`src/i2cbit_pkg.sv`:
```
// Purpose: shared constants and types for the single-bit two-wire bus port
// Assumes: 32-bit APB, 20 MHz core clock
// Notes:   register offsets are word indexes; byte address is four times each
package i2cbit_pkg;
  // ==========================================================
  // register map
  localparam logic [7:0] CTRL_OFFSET  = 8'hd8;  // bus_control_reg
  localparam logic [7:0] DATA_OFFSET  = 8'hd9;  // bus_data_reg
  localparam logic [7:0] CFG_OFFSET   = 8'hdc;  // bus_config_reg, owner request
  // one aligned 32-bit word per register, so byte address = index * 4
  localparam logic [11:0] CTRL_ADDR   = {2'b00, CTRL_OFFSET, 2'b00};
  localparam logic [11:0] DATA_ADDR   = {2'b00, DATA_OFFSET, 2'b00};
  localparam logic [11:0] CFG_ADDR    = {2'b00, CFG_OFFSET, 2'b00};
  localparam logic [7:0] CTRL_RESET   = 8'h81;
  // bit positions
  localparam int BIT_RECEIVED_BIT  = 7;
  localparam int BIT_ATN   = 6;
  localparam int BIT_RDY   = 5;
  localparam int BIT_ARL   = 4;
  localparam int BIT_STR   = 3;
  localparam int BIT_STP   = 2;
  localparam int BIT_OWN   = 1;
  localparam int BIT_SEND_STOP_CMD  = 0;
  localparam int BIT_OWNRQ = 6;
  // ==========================================================
  // timing
  localparam int CLK_HZ       = 20000000;
  localparam int MIN_TIME_NS  = 4700;
  localparam int MIN_CYCLES   = (MIN_TIME_NS * (CLK_HZ / 1000000) + 999) / 1000;
  localparam int TIMEOUT_CYC  = 1020;
  localparam int TMO_W        = 10;
  // ==========================================================
  typedef struct packed {
    logic sclIn;
    logic sdaIn;
  } i2cbit_pins_t;
  typedef struct packed {
    logic sclOe;
    logic sdaOe;
  } i2cbit_drv_t;
  typedef enum logic [1:0] {TX_BIT, TX_RESTART, TX_STOP} i2cbit_txkind_t;
endpackage

```
`src/i2cbit_core.sv`:
```
// Purpose: single-bit two-wire bus interface with APB registers
// Assumes: SDA and SCL are open-drain, resolved outside
// Notes:   outputs are registered; pins pass two flops
`timescale 1ns/1ns
`default_nettype none
module i2cbit_core
  import i2cbit_pkg::*;
(
  input  wire logic                 core_clk,
  input  wire logic                 nrst,
  input  wire logic                 psel,
  input  wire logic                 penable,
  input  wire logic                 pwrite,
  input  wire logic [31:0]          paddr,
  input  wire logic [31:0]          pwdata,
  output logic                      pready,
  output logic [31:0]               prdata,
  output logic                      pslverr,
  input  wire i2cbit_pkg::i2cbit_pins_t pinsIn,
  output i2cbit_pkg::i2cbit_drv_t   drvOut
);
  // ==========================================================
  // pin synchronisers
  logic sclS;
  logic sdaS;
  i2cbit_sync uSyncScl (.core_clk(core_clk), .nrst(nrst), .asyncIn(pinsIn.sclIn),
                        .syncOut(sclS));
  i2cbit_sync uSyncSda (.core_clk(core_clk), .nrst(nrst), .asyncIn(pinsIn.sdaIn),
                        .syncOut(sdaS));

  // ==========================================================
  // state
  logic sclP_q, sdaP_q;
  logic rxBit_q, rdy_q, arl_q, str_q, stp_q, own_q, ownRq_q, ignore_q;
  logic txAct_q, txVal_q, sdaDrv_q, busy_q, stretch_q;
  i2cbit_txkind_t txKind_q;
  logic [TMO_W-1:0] tmo_q;
  logic [7:0] minCnt_q;
  logic ownRqSeen_q;

  // ==========================================================
  // edge and condition detection on synchronised pins
  wire sclRise  = sclS & ~sclP_q;
  wire sclFall  = ~sclS & sclP_q;
  wire startDet = sclS & sclP_q & sdaP_q & ~sdaS;
  wire stopDet  = sclS & sclP_q & ~sdaP_q & sdaS;
  wire timeout  = busy_q && (tmo_q == TMO_W'(TIMEOUT_CYC));
  wire anyFlag  = rdy_q | arl_q | str_q | stp_q;

  // ==========================================================
  // APB decode: zero-wait, writes and reads at the access edge
  wire acc     = psel & penable;
  wire wr      = acc & pwrite;
  wire rd      = acc & ~pwrite;
  wire hitCtrl = paddr[11:0] == CTRL_ADDR;
  wire hitData = paddr[11:0] == DATA_ADDR;
  wire hitCfg  = paddr[11:0] == CFG_ADDR;
  wire mapped  = hitCtrl | hitData | hitCfg;
  wire wCtrl   = wr & hitCtrl;
  wire wData   = wr & hitData;
  wire rData   = rd & hitData;
  wire wCfg    = wr & hitCfg;
  wire cmdCxa  = wCtrl & pwdata[BIT_RECEIVED_BIT];
  wire cmdIdle = wCtrl & pwdata[BIT_ATN];
  wire cmdCdr  = wCtrl & pwdata[BIT_RDY];
  wire cmdCarl = wCtrl & pwdata[BIT_ARL];
  wire cmdCstr = wCtrl & pwdata[BIT_STR];
  wire cmdCstp = wCtrl & pwdata[BIT_STP];
  wire cmdXstr = wCtrl & pwdata[BIT_OWN];
  wire cmdXstp = wCtrl & pwdata[BIT_SEND_STOP_CMD];
  wire ctrlAtn = anyFlag;
  wire [7:0] ctrlRd = {rxBit_q, ctrlAtn, rdy_q, arl_q, str_q, stp_q, own_q, 1'b0};
  wire [7:0] dataRd = {rxBit_q, 7'h00};
  wire [7:0] cfgRd  = {1'b0, ownRq_q, 6'h00};
  wire [7:0] rdMux  = hitCtrl ? ctrlRd : hitData ? dataRd : hitCfg ? cfgRd : 8'h00;

  // ==========================================================
  // arbitration loss cases
  wire driveOne  = txAct_q & (txKind_q == TX_BIT) & txVal_q;
  wire lossBit   = sclRise & txAct_q & (txKind_q != TX_STOP) & sdaDrv_q == 1'b0
                   & ~sdaS & (txKind_q == TX_BIT ? txVal_q : 1'b1);
  wire lossRst   = startDet & driveOne;
  wire lossPre   = own_q & txAct_q & (txKind_q == TX_RESTART) & sclFall
                   & sdaDrv_q == 1'b0 & minCnt_q != 8'h00;
  wire lossStop  = own_q & txAct_q & (txKind_q == TX_STOP) & sclRise & sdaS;
  wire arlSet    = txAct_q & (lossBit | lossRst | lossPre | lossStop);
  wire rdyClr    = cmdCdr | wData | rData;
  wire busFree   = ~busy_q | stopDet;

  // ==========================================================
  // sample pins history
  always_ff @(posedge core_clk or negedge nrst) begin
    if (!nrst) begin
      sclP_q <= 1'b1;
      sdaP_q <= 1'b1;
    end else begin
      sclP_q <= sclS;
      sdaP_q <= sdaS;
    end
  end

  // ==========================================================
  // received bit and ready flag; set wins over clear
  always_ff @(posedge core_clk or negedge nrst) begin
    if (!nrst) begin
      rxBit_q <= 1'b1;
      rdy_q   <= 1'b0;
    end else if (timeout) begin
      rdy_q   <= 1'b0;
    end else begin
      if (sclRise) rxBit_q <= sdaS;
      if (sclRise && !ignore_q) rdy_q <= 1'b1;
      else if (rdyClr) rdy_q <= 1'b0;
    end
  end

  // ==========================================================
  // event flags: a new event beats a write-one clear
  always_ff @(posedge core_clk or negedge nrst) begin
    if (!nrst) begin
      arl_q <= 1'b0;
      str_q <= 1'b0;
      stp_q <= 1'b0;
    end else if (timeout) begin
      arl_q <= 1'b0;
      str_q <= 1'b0;
      stp_q <= 1'b0;
    end else begin
      if (arlSet) arl_q <= 1'b1;
      else if (cmdCarl) arl_q <= 1'b0;
      if (startDet && !ignore_q) str_q <= 1'b1;
      else if (cmdCstr) str_q <= 1'b0;
      if (stopDet && !ignore_q) stp_q <= 1'b1;
      else if (cmdCstp) stp_q <= 1'b0;
    end
  end

  // ==========================================================
  // ignore, frame busy, ownership request
  always_ff @(posedge core_clk or negedge nrst) begin
    if (!nrst) begin
      ignore_q <= 1'b0;
      busy_q   <= 1'b0;
      ownRq_q  <= 1'b0;
    end else begin
      if (wCfg) ownRq_q <= pwdata[BIT_OWNRQ];
      if (timeout || stopDet) busy_q <= 1'b0;
      else if (startDet) busy_q <= 1'b1;
      if (timeout || startDet) ignore_q <= 1'b0;
      else if (cmdIdle && !own_q) ignore_q <= 1'b1;
    end
  end

  // ==========================================================
  // ownership; the final stop is armed once the request drops
  always_ff @(posedge core_clk or negedge nrst) begin
    if (!nrst) begin
      own_q       <= 1'b0;
      ownRqSeen_q <= 1'b0;
    end else if (timeout) begin
      own_q       <= 1'b0;
      ownRqSeen_q <= 1'b0;
    end else begin
      ownRqSeen_q <= own_q & ~ownRq_q;
      if (arlSet) own_q <= 1'b0;
      else if (cmdXstp && ownRqSeen_q) own_q <= 1'b0;
      else if (ownRq_q && busFree && !own_q) own_q <= 1'b1;
    end
  end

  // ==========================================================
  // transmit state and pending bit
  always_ff @(posedge core_clk or negedge nrst) begin
    if (!nrst) begin
      txAct_q  <= 1'b0;
      txVal_q  <= 1'b1;
      txKind_q <= TX_BIT;
    end else if (timeout || arlSet) begin
      txAct_q  <= 1'b0;
    end else if (wData) begin
      txAct_q  <= 1'b1;
      txVal_q  <= pwdata[BIT_RECEIVED_BIT];
      txKind_q <= TX_BIT;
    end else if (cmdXstr || cmdXstp) begin
      txAct_q  <= 1'b1;
      txVal_q  <= cmdXstr;
      txKind_q <= cmdXstr ? TX_RESTART : TX_STOP;
    end else if (rData || cmdCxa) begin
      txAct_q  <= 1'b0;
    end
  end

  // ==========================================================
  // minimum-time counter after SCL rises for restart/stop edges
  always_ff @(posedge core_clk or negedge nrst) begin
    if (!nrst) begin
      minCnt_q <= 8'h00;
    end else if (sclRise) begin
      minCnt_q <= 8'(MIN_CYCLES);
    end else if (minCnt_q != 8'h00 && sclS) begin
      minCnt_q <= minCnt_q - 8'h01;
    end
  end

  // ==========================================================
  // SDA drive: released at once when idle, on timeout or on loss; otherwise the value changes
  // only while SCL is low, except the timed restart/stop edge that must happen with SCL high
  always_ff @(posedge core_clk or negedge nrst) begin
    if (!nrst) begin
      sdaDrv_q <= 1'b0;
    end else if (!txAct_q || timeout || arlSet) begin
      sdaDrv_q <= 1'b0;
    end else if (!sclS) begin
      sdaDrv_q <= (txKind_q == TX_STOP) | ~txVal_q;
    end else if (minCnt_q == 8'h01) begin
      if (txKind_q == TX_RESTART) sdaDrv_q <= 1'b1;
      else if (txKind_q == TX_STOP) sdaDrv_q <= 1'b0;
    end
  end

  // ==========================================================
  // clock stretch: only the falling edge starts it, so a flag raised
  // with SCL high never glitches the clock; any flag keeps it
  always_ff @(posedge core_clk or negedge nrst) begin
    if (!nrst) begin
      stretch_q <= 1'b0;
    end else if (timeout || !anyFlag) begin
      stretch_q <= 1'b0;
    end else if (sclFall || (stretch_q && !sclS)) begin
      stretch_q <= 1'b1;
    end
  end

  // ==========================================================
  // frame timeout: cleared by SCL changes, idle outside frames
  always_ff @(posedge core_clk or negedge nrst) begin
    if (!nrst) begin
      tmo_q <= '0;
    end else if (!busy_q || sclRise || sclFall || timeout) begin
      tmo_q <= '0;
    end else begin
      tmo_q <= tmo_q + TMO_W'(1);
    end
  end

  // ==========================================================
  // APB answer, zero wait states
  always_ff @(posedge core_clk or negedge nrst) begin
    if (!nrst) begin
      prdata  <= 32'h00000000;
      pslverr <= 1'b0;
      pready  <= 1'b0;
    end else begin
      pready  <= psel & ~penable;
      prdata  <= {24'h000000, rdMux};
      pslverr <= psel & ~penable & ~mapped;
    end
  end

  // ==========================================================
  // open-drain outputs, high enable pulls low
  always_ff @(posedge core_clk or negedge nrst) begin
    if (!nrst) begin
      drvOut <= '0;
    end else begin
      drvOut.sdaOe <= sdaDrv_q;
      drvOut.sclOe <= stretch_q & ~timeout;
    end
  end

  // ==========================================================
  // checks
  property p_flag_after_rise;
    @(posedge core_clk) disable iff (!nrst)
      (sclRise && !ignore_q && !timeout) |=> rdy_q;
  endproperty
  a_flag_after_rise: assert property (p_flag_after_rise) else $error("ready not set");

  property p_capture;
    @(posedge core_clk) disable iff (!nrst)
      sclRise |=> (rxBit_q == $past(sdaS));
  endproperty
  a_capture: assert property (p_capture) else $error("bit not captured");

  property p_rdclr;
    @(posedge core_clk) disable iff (!nrst)
      (rData && !sclRise) |=> !rdy_q;
  endproperty
  a_rdclr: assert property (p_rdclr) else $error("data read left ready");

  property p_sda_tx;
    @(posedge core_clk) disable iff (!nrst)
      sdaDrv_q |-> $past(txAct_q);
  endproperty
  a_sda_tx: assert property (p_sda_tx) else $error("SDA driven while idle");

  property p_arl_tx;
    @(posedge core_clk) disable iff (!nrst)
      $rose(arl_q) |-> $past(txAct_q) && !txAct_q;
  endproperty
  a_arl_tx: assert property (p_arl_tx) else $error("loss outside transmit");

  property p_stretch;
    @(posedge core_clk) disable iff (!nrst)
      (sclFall && anyFlag && !timeout) |=> ##1 drvOut.sclOe;
  endproperty
  a_stretch: assert property (p_stretch) else $error("no stretch");

  property p_release;
    @(posedge core_clk) disable iff (!nrst)
      !anyFlag [*2] |=> !drvOut.sclOe;
  endproperty
  a_release: assert property (p_release) else $error("SCL held without flag");

  property p_clear_arb_lost_cmd;
    @(posedge core_clk) disable iff (!nrst)
      (cmdCarl && !arlSet) |=> !arl_q;
  endproperty
  a_clear_arb_lost_cmd: assert property (p_clear_arb_lost_cmd) else $error("loss flag not cleared");

  property p_tmo;
    @(posedge core_clk) disable iff (!nrst)
      timeout |=> !rdy_q && !own_q && tmo_q == '0;
  endproperty
  a_tmo: assert property (p_tmo) else $error("timeout no reset");

  c_start: cover property (@(posedge core_clk) disable iff (!nrst) $rose(str_q));
  c_stop: cover property (@(posedge core_clk) disable iff (!nrst) $rose(stp_q));
  c_arl: cover property (@(posedge core_clk) disable iff (!nrst) $rose(arl_q));
  c_own: cover property (@(posedge core_clk) disable iff (!nrst) $rose(own_q));
endmodule
`default_nettype wire

```
`src/i2cbit_sync.sv`:
```
// Purpose: two-flop synchroniser for one pin
// Assumes: input is asynchronous to core_clk
// Notes:   first stage is read by the second stage only
`timescale 1ns/1ns
`default_nettype none
module i2cbit_sync (
  input  wire logic core_clk,
  input  wire logic nrst,
  input  wire logic asyncIn,
  output logic      syncOut
);
  logic stage1_q;
  // ==========================================================
  // idle level of an open-drain wire is high
  always_ff @(posedge core_clk or negedge nrst) begin
    if (!nrst) begin
      stage1_q <= 1'b1;
      syncOut  <= 1'b1;
    end else begin
      stage1_q <= asyncIn;
      syncOut  <= stage1_q;
    end
  end
endmodule
`default_nettype wire
```
`config.mk`:
```
export PLATFORM = sky130hd
export DESIGN_NAME = i2cbit_core
export DESIGN_NICKNAME = d
export VERILOG_FILES = /design/src/i2cbit_pkg.sv /design/src/i2cbit_core.sv /design/src/i2cbit_sync.sv
export SDC_FILE = /design/constraint.sdc
export NUM_CORES = 1
export LEC_CHECK = 0
export ABC_AREA = 1
export BUFFER_PORTS_ARGS = -buffer_cell sky130_fd_sc_hd__buf_2
export CAP_MARGIN = 25
export CORE_UTILIZATION = 30
export DETAILED_ROUTE_END_ITERATION = 8
export PLACE_DENSITY_LB_ADDON = 0.08
export RECOVER_POWER = 25
export SLEW_MARGIN = 0
export SYNTH_ARGS = -nofsm -noshare
export SYNTH_HDL_FRONTEND = slang
export SYNTH_SLANG_ARGS = --single-unit
```
`constraint.sdc`:
```
create_clock -name core_clk -period 3.3 [get_ports core_clk]
set_input_delay 0.165 -clock core_clk [delete_from_list [all_inputs] [get_ports core_clk]]
set_output_delay 0.165 -clock core_clk [all_outputs]
set_load 0.05 [all_outputs]
```
Yosys cells after proc, flatten, opt, wreduce, memory -nomap -nowiden. Index checks and enable logic that the tools add are counted.

Bits in registers: 52. Bits of input ports: 71. Output and inout port bits: 36.

$add $sub $neg: 2. Equal/unequal tests: 10. Muxes and demuxes: 44. Bitwise logic cells: 68. Reductions and logical operators: 44.

Operator list (count): 1-bit AND (43); 12-bit by 10-bit == test with 1-bit output, second input constant (3); 1-bit 2-to-1 mux (35); 8-bit 2-to-1 mux (4); 1-bit NOT (13); 1-bit logical OR (12); 1-bit bitwise OR (12); 3-bit nonzero test (4); 10-bit by 1-bit adder with 10-bit output, second input constant (1); 10-bit == test, second input constant (1); 1-bit logical AND (10); 10-bit 2-to-1 mux (1); 2-bit nonzero test (5); 8-bit by 1-bit == test with 1-bit output, second input constant (1); 4-bit nonzero test (2); 8-bit nonzero test (1); 8-bit by 1-bit subtractor with 8-bit output, second input constant (1); 7-bit 2-to-1 mux (1); 1-bit logical NOT (6); 2-bit 2-to-1 mux (3); 2-bit AND reduction (3); 4-bit != test, second input constant (1); 3-bit != test, second input constant (1); 2-bit by 1-bit == test with 1-bit output, second input constant (1); 3 further kinds (3).

Depth between registers and ports, before layout.
Depth after elaboration: 14. Gate-level depth with buffers: 10. Depth with buffers taken out: 10.

By module. A second synthesis with hierarchy kept.

Cell total of the unflattened synthesis: 337. Area total of the unflattened synthesis: 2747.6 um2.

Modules (own cells, without submodules): i2cbit_core (times used 1, cells an instance 333, area each 2642.5 um2, sequential area each 1181.1 um2); i2cbit_sync (times used 2, cells an instance 2, area each 52.6 um2, sequential area each 52.6 um2).

Worst setup path before layout. Ideal clock, no wire load.

Path kind: register to register. Start: reg minCnt_q[0]. End: reg txKind_q[1]. Setup time: 0.117 ns. Arrival time: 1.242 ns. Slack: 1.942 ns. Stages on the path, launching flop included: 11. Clock period less this slack: 1.358 ns. Cell sequence: dfrtp_1 -> inv_1 -> ha_1 -> and2_4 -> nand2_4 -> nand2_2 -> nand3_4 -> nor2_8 -> nand2_4 -> nand2_1 -> nand2_1.

Word-level cells in the longest chain between the ends: 8.

RTL lines: start: declaration (line i2cbit_core.sv:38) `logic [7:0] minCnt_q;`; start signal: assignment (line i2cbit_core.sv:199) `minCnt_q <= 8'(MIN_CYCLES);`; start signal: assignment (line i2cbit_core.sv:201) `minCnt_q <= minCnt_q - 8'h01;`; 8-bit nonzero test (line i2cbit_core.sv:84) `& sdaDrv_q == 1'b0 & minCnt_q != 8'h00;`; 1-bit AND (line i2cbit_core.sv:84); 1-bit bitwise OR (2 in a row) (line i2cbit_core.sv:86) `wire arlSet = txAct_q & (lossBit | lossRst | lossPre | lossStop);`; 1-bit AND (line i2cbit_core.sv:86); 1-bit logical OR (line i2cbit_core.sv:178) `end else if (timeout || arlSet) begin`; 1-bit NOT (no line); 2-bit AND reduction (no line); end signal: assignment (line i2cbit_core.sv:187) `txKind_q <= cmdXstr ? TX_RESTART : TX_STOP;`; end: declaration (line i2cbit_core.sv:36) `i2cbit_txkind_t txKind_q;`.

Every way passes these cells. A chain may end at the register's enable or synchronous reset.

Worst setup path in the final report.
Start: reg uSyncScl.syncOut. End: reg minCnt_q[2].

Word-level cells in the longest chain between the ends: 2. Elaborated cells between the ends (all ways): 4. Classes of those cells: mux (1); bitwise (1); reduce/logical (2).

RTL lines: start: declaration (line i2cbit_sync.sv:10) `output logic syncOut`; start signal: assignment (line i2cbit_sync.sv:21) `syncOut <= stage1_q;`; 1-bit AND or 1-bit logical AND (tied branches) (line i2cbit_core.sv:43, i2cbit_core.sv:200); 8-bit 2-to-1 mux or 2-bit nonzero test (tied branches).

Parallel ways exist; a longest one is shown, timed or not.

==> results.yml <==
outcome:
  status: "finished, violations left"
  violations: "design-rule violations"
global_route:
  grt_antenna_before_repair: 0
  grt_usage_pct: 12.87
  grt_overflow: 0
  grt_pass1_wl_um: 9942
  grt_max_degree: 41
  grt_pass1_vias: 2129
floorplanning:
  die_x_um: 98.55
  die_area_um2: 9711
  start_util_pct: 31.45
  die_y_um: 98.55
  core_um2: 8891
  rows: 34
  io-pin-count: 107
sta:
  slew_violations: 0
  timing.hold.ws_ns: 0.01654
  worst_slew_pin_slew_ns: 0.9291
  worst_clock_skew_ns: 0.009995
  setup_ws_ns: 1.657
  tns_ns: 0
  rsz0062_at_grt: "false"
  hold_viol: 0
  max_freq_mhz: 608.6
  post-route-period-util_pct: 49.79
  setup_viol: 0
  post-route-min-period_ns: 1.643
  slew_headroom_pct: 38.06
worst_setup_path:
  r2r_setup_slack_ns: 1.66
  cp_max_fo: 10
  worstReg2RegStart: "uSyncScl.syncOut"
  crit_path_frequent_cell: "inv_2"
  critPathCaptureType: "register"
  crit_slowest_cell: "dfstp_1"
  path_cells: "inv_2, nor2_4, inv_2, nand2_2, nand2_1, a21oi_1, o21ai_0"
  crit_end: "minCnt_q[2]"
  worst_setup_path_start_kind: "register"
  cp-startpoint: "uSyncScl.syncOut"
  worst_ep_arrival_time_ns: 1.84
  slowest_delay_ns: 0.64
  rr_endpoint: "minCnt_q[2]"
  worstRegToRegCells: 7
  critPathKind: "register to register"
  critical_path_required_ns: 3.49
placed_design:
  dpl_worst_slack_ns: 1.690
  place_area_um2: 3027
  port_buffers: 37
  gp_congestion: 0.7530
  hpwl_um: 4246
  place_inst: 485
clock_tree:
  cts.sinks: 51
  cts_made_buffers: 5
  htreeDepth: 2
  cts_tree: "built"
  cts_root_buf: "clkbuf_8"
  postCtsResizedCells: 0
  clk_latency_ns: 0.32
  clkTransAtPathRegs_ns: 0.10
  clk_path_buf_depth: 2
  post_cts_buffers: 0
synth:
  yosysSeqAreaShare_pct: 46.00
  async_flop_share_pct: 100.0
  synth_ff_type: "dfrtp_1"
  ys_warn_count: 0
  synth_area_per_cell_um2: 8.225
  synthTopCellsByArea: "dfrtp_1 (38%), nand2_1 (8.6%), dfstp_2 (7.5%)"
  synth_top_area_share_pct: 38.48
  synth_cell_type_count: 34
  synthCells: 340
  netlist_area_um2: 2796
  synth.largest_area_cell: "dfrtp_1"
  ys_ff_latch: 51
  synth_edf_count: 0
detailed_routing:
  dr.pass1.iters: 7
  routedWlPerCell_um: 11.34
  vias_per_cell: 4.354
  drt-total-wl_um: 5635
  drtIter0Drc: 48
  drc_errors: 4
  final_antenna_net_count: 0
  vias: 2164
power_and_ir_drop:
  powerDensity_nw_per_um2: 398.3
  leakagePower_nw: 1.672
  peakVddDrop_mv: 0.1781
final_layout:
  fillers: 958
  area_growth_pct: 13.11
  multiInputGateArea_um2: 1184
  finalNonFillerCells: 497
  drive_above_1_share_pct: 20.31
  final-seq-area_um2: 1286
  antenna_cells: 0
  fin_nets: 464
  final_area_um2: 3163
run:
  max_cap_violations: 0
hold_path:
  hold_class: "input port to register"
==> layout make-up <==
type	count	area share (%)
inverter	57	6.764
sequential	51	40.66
clock buffer	5	2.176
tap	108	4.272
clock inverter	3	1.068
multi-input combinational	231	37.42
timing repair buffer	42	7.635
==> worst min path at each step <==
stage / startpoint / end / slack (ns) / depth (start not counted)
after detailed placement: pinsIn[1] / uSyncScl.stage1_q / 0.27 / 1
after floorplan: nrst / arl_q / -0.13 / 0
after CTS: penable / pready / 0.004 / 2
after global routing: penable / pready / 0.01 / 2
final: penable / pready / 0.02 / 2
after global placement: pinsIn[0] / uSyncSda.stage1_q / 0.27 / 1
==> metal layers <==
| layer | up-vias | GRT usage (%) | part of all wire, % |
|---|---|---|---|
| met2 | 49 | 21.02 | 45 |
| met5 | - | 0 | 0 |
| li1 | 1112 | - | - |
| met4 | 0 | 4.822 | 1.5 |
| met1 | 995 | 17.06 | 49 |
| met3 | 8 | 2.340 | 3.8 |
==> cell usage in the layout, fill, tap and decap left out, drive strengths merged <==
cell / Yosys / layout
nand2: 71 / 71
inv: 57 / 59
nor2: 49 / 49
dfrtp: 43 / 43
buf: 25 / 38
conb: 1 / 25
nand3: 23 / 23
o21ai: 13 / 13
a21oi: 10 / 10
nand4: 10 / 10
nor3: 8 / 8
dfstp: 8 / 8
clkbuf: 0 / 6
ha: 5 / 5
nor3b: 4 / 4
dlygate4sd3: 0 / 3
xor2: 2 / 2
xnor2: 2 / 2
nor4: 2 / 2
nand3b: 2 / 2
a21boi: 1 / 1
and2: 1 / 1
a211oi: 1 / 1
or3: 1 / 1
a32oi: 1 / 1
clkinv: 0 / 1
==> flip-flops by register name, summed over array words and instances (netlist names), 2 cells and up <==
| signal | cells |
|---|---|
| tmo_q | 10 |
| minCnt_q | 8 |
| drvOut | 2 |
| prdata | 7 |
| txKind_q | 2 |
==> kinds of logic after synthesis <==
kind of cell / count (synthesis) / share of synthesized area [%]
xor gates and xnor gates: 4 / 1.253
other: 1 / 0.1341
adders and majority gates: 5 / 2.237
and+or+nand+nor: 171 / 30.92
buffers and inverters: 82 / 14.36
DFF: 51 / 46.00
AOI/OAI and AO/OA: 26 / 5.101
==> what timing repair did <==
item                                    CTS  global route
endpoints found under the setup margin    0             0
hold buffers                              2             1
endpoints found under the hold margin     2            11
==> where the power goes <==
| part | total [mW] | internal [mW] | switching, mW |
|---|---|---|---|
| clock network | 0.402 | 0.162 | 0.241 |
| logic | 0.185 | 0.0448 | 0.141 |
| registers | 0.672 | 0.651 | 0.0210 |
| total | 1.26 | 0.857 | 0.402 |
==> synth_stat cells (4+ instances only) <==
cell and count:
nor3b_1 4, inv_2 7, dfstp_2 8, nor2_1 40, a21oi_1 9, inv_1 50, nor2_4 5, ha_1 5
buf_4 25, dfrtp_1 43, nand4_1 8, nor3_1 8, nand3_1 21, nand2_2 4, nand2_1 64, o21ai_0 10
==> stage by stage <==
| stage | util, % | total power, mW |
|---|---|---|
| finish | 35.58 | 1.260 |
| global route | 35.58 | 1.333 |
| CTS | 35.42 | 1.286 |
| detailed placement | 34.04 | 0.8678 |
| global placement | 34.04 | 0.8675 |
| floorplan | - | 0.8353 |
==> critical path, delay by kind of cell, from the launching register on <==
| kind | cells | cell delay (ns) |
|---|---|---|
| compound gates | 2 | 0.19 |
| buf+inv | 2 | 0.22 |
| flops | 1 | 0.64 |
| simple gates | 3 | 0.46 |
Note: power is estimated with default switching activity, not from simulation.
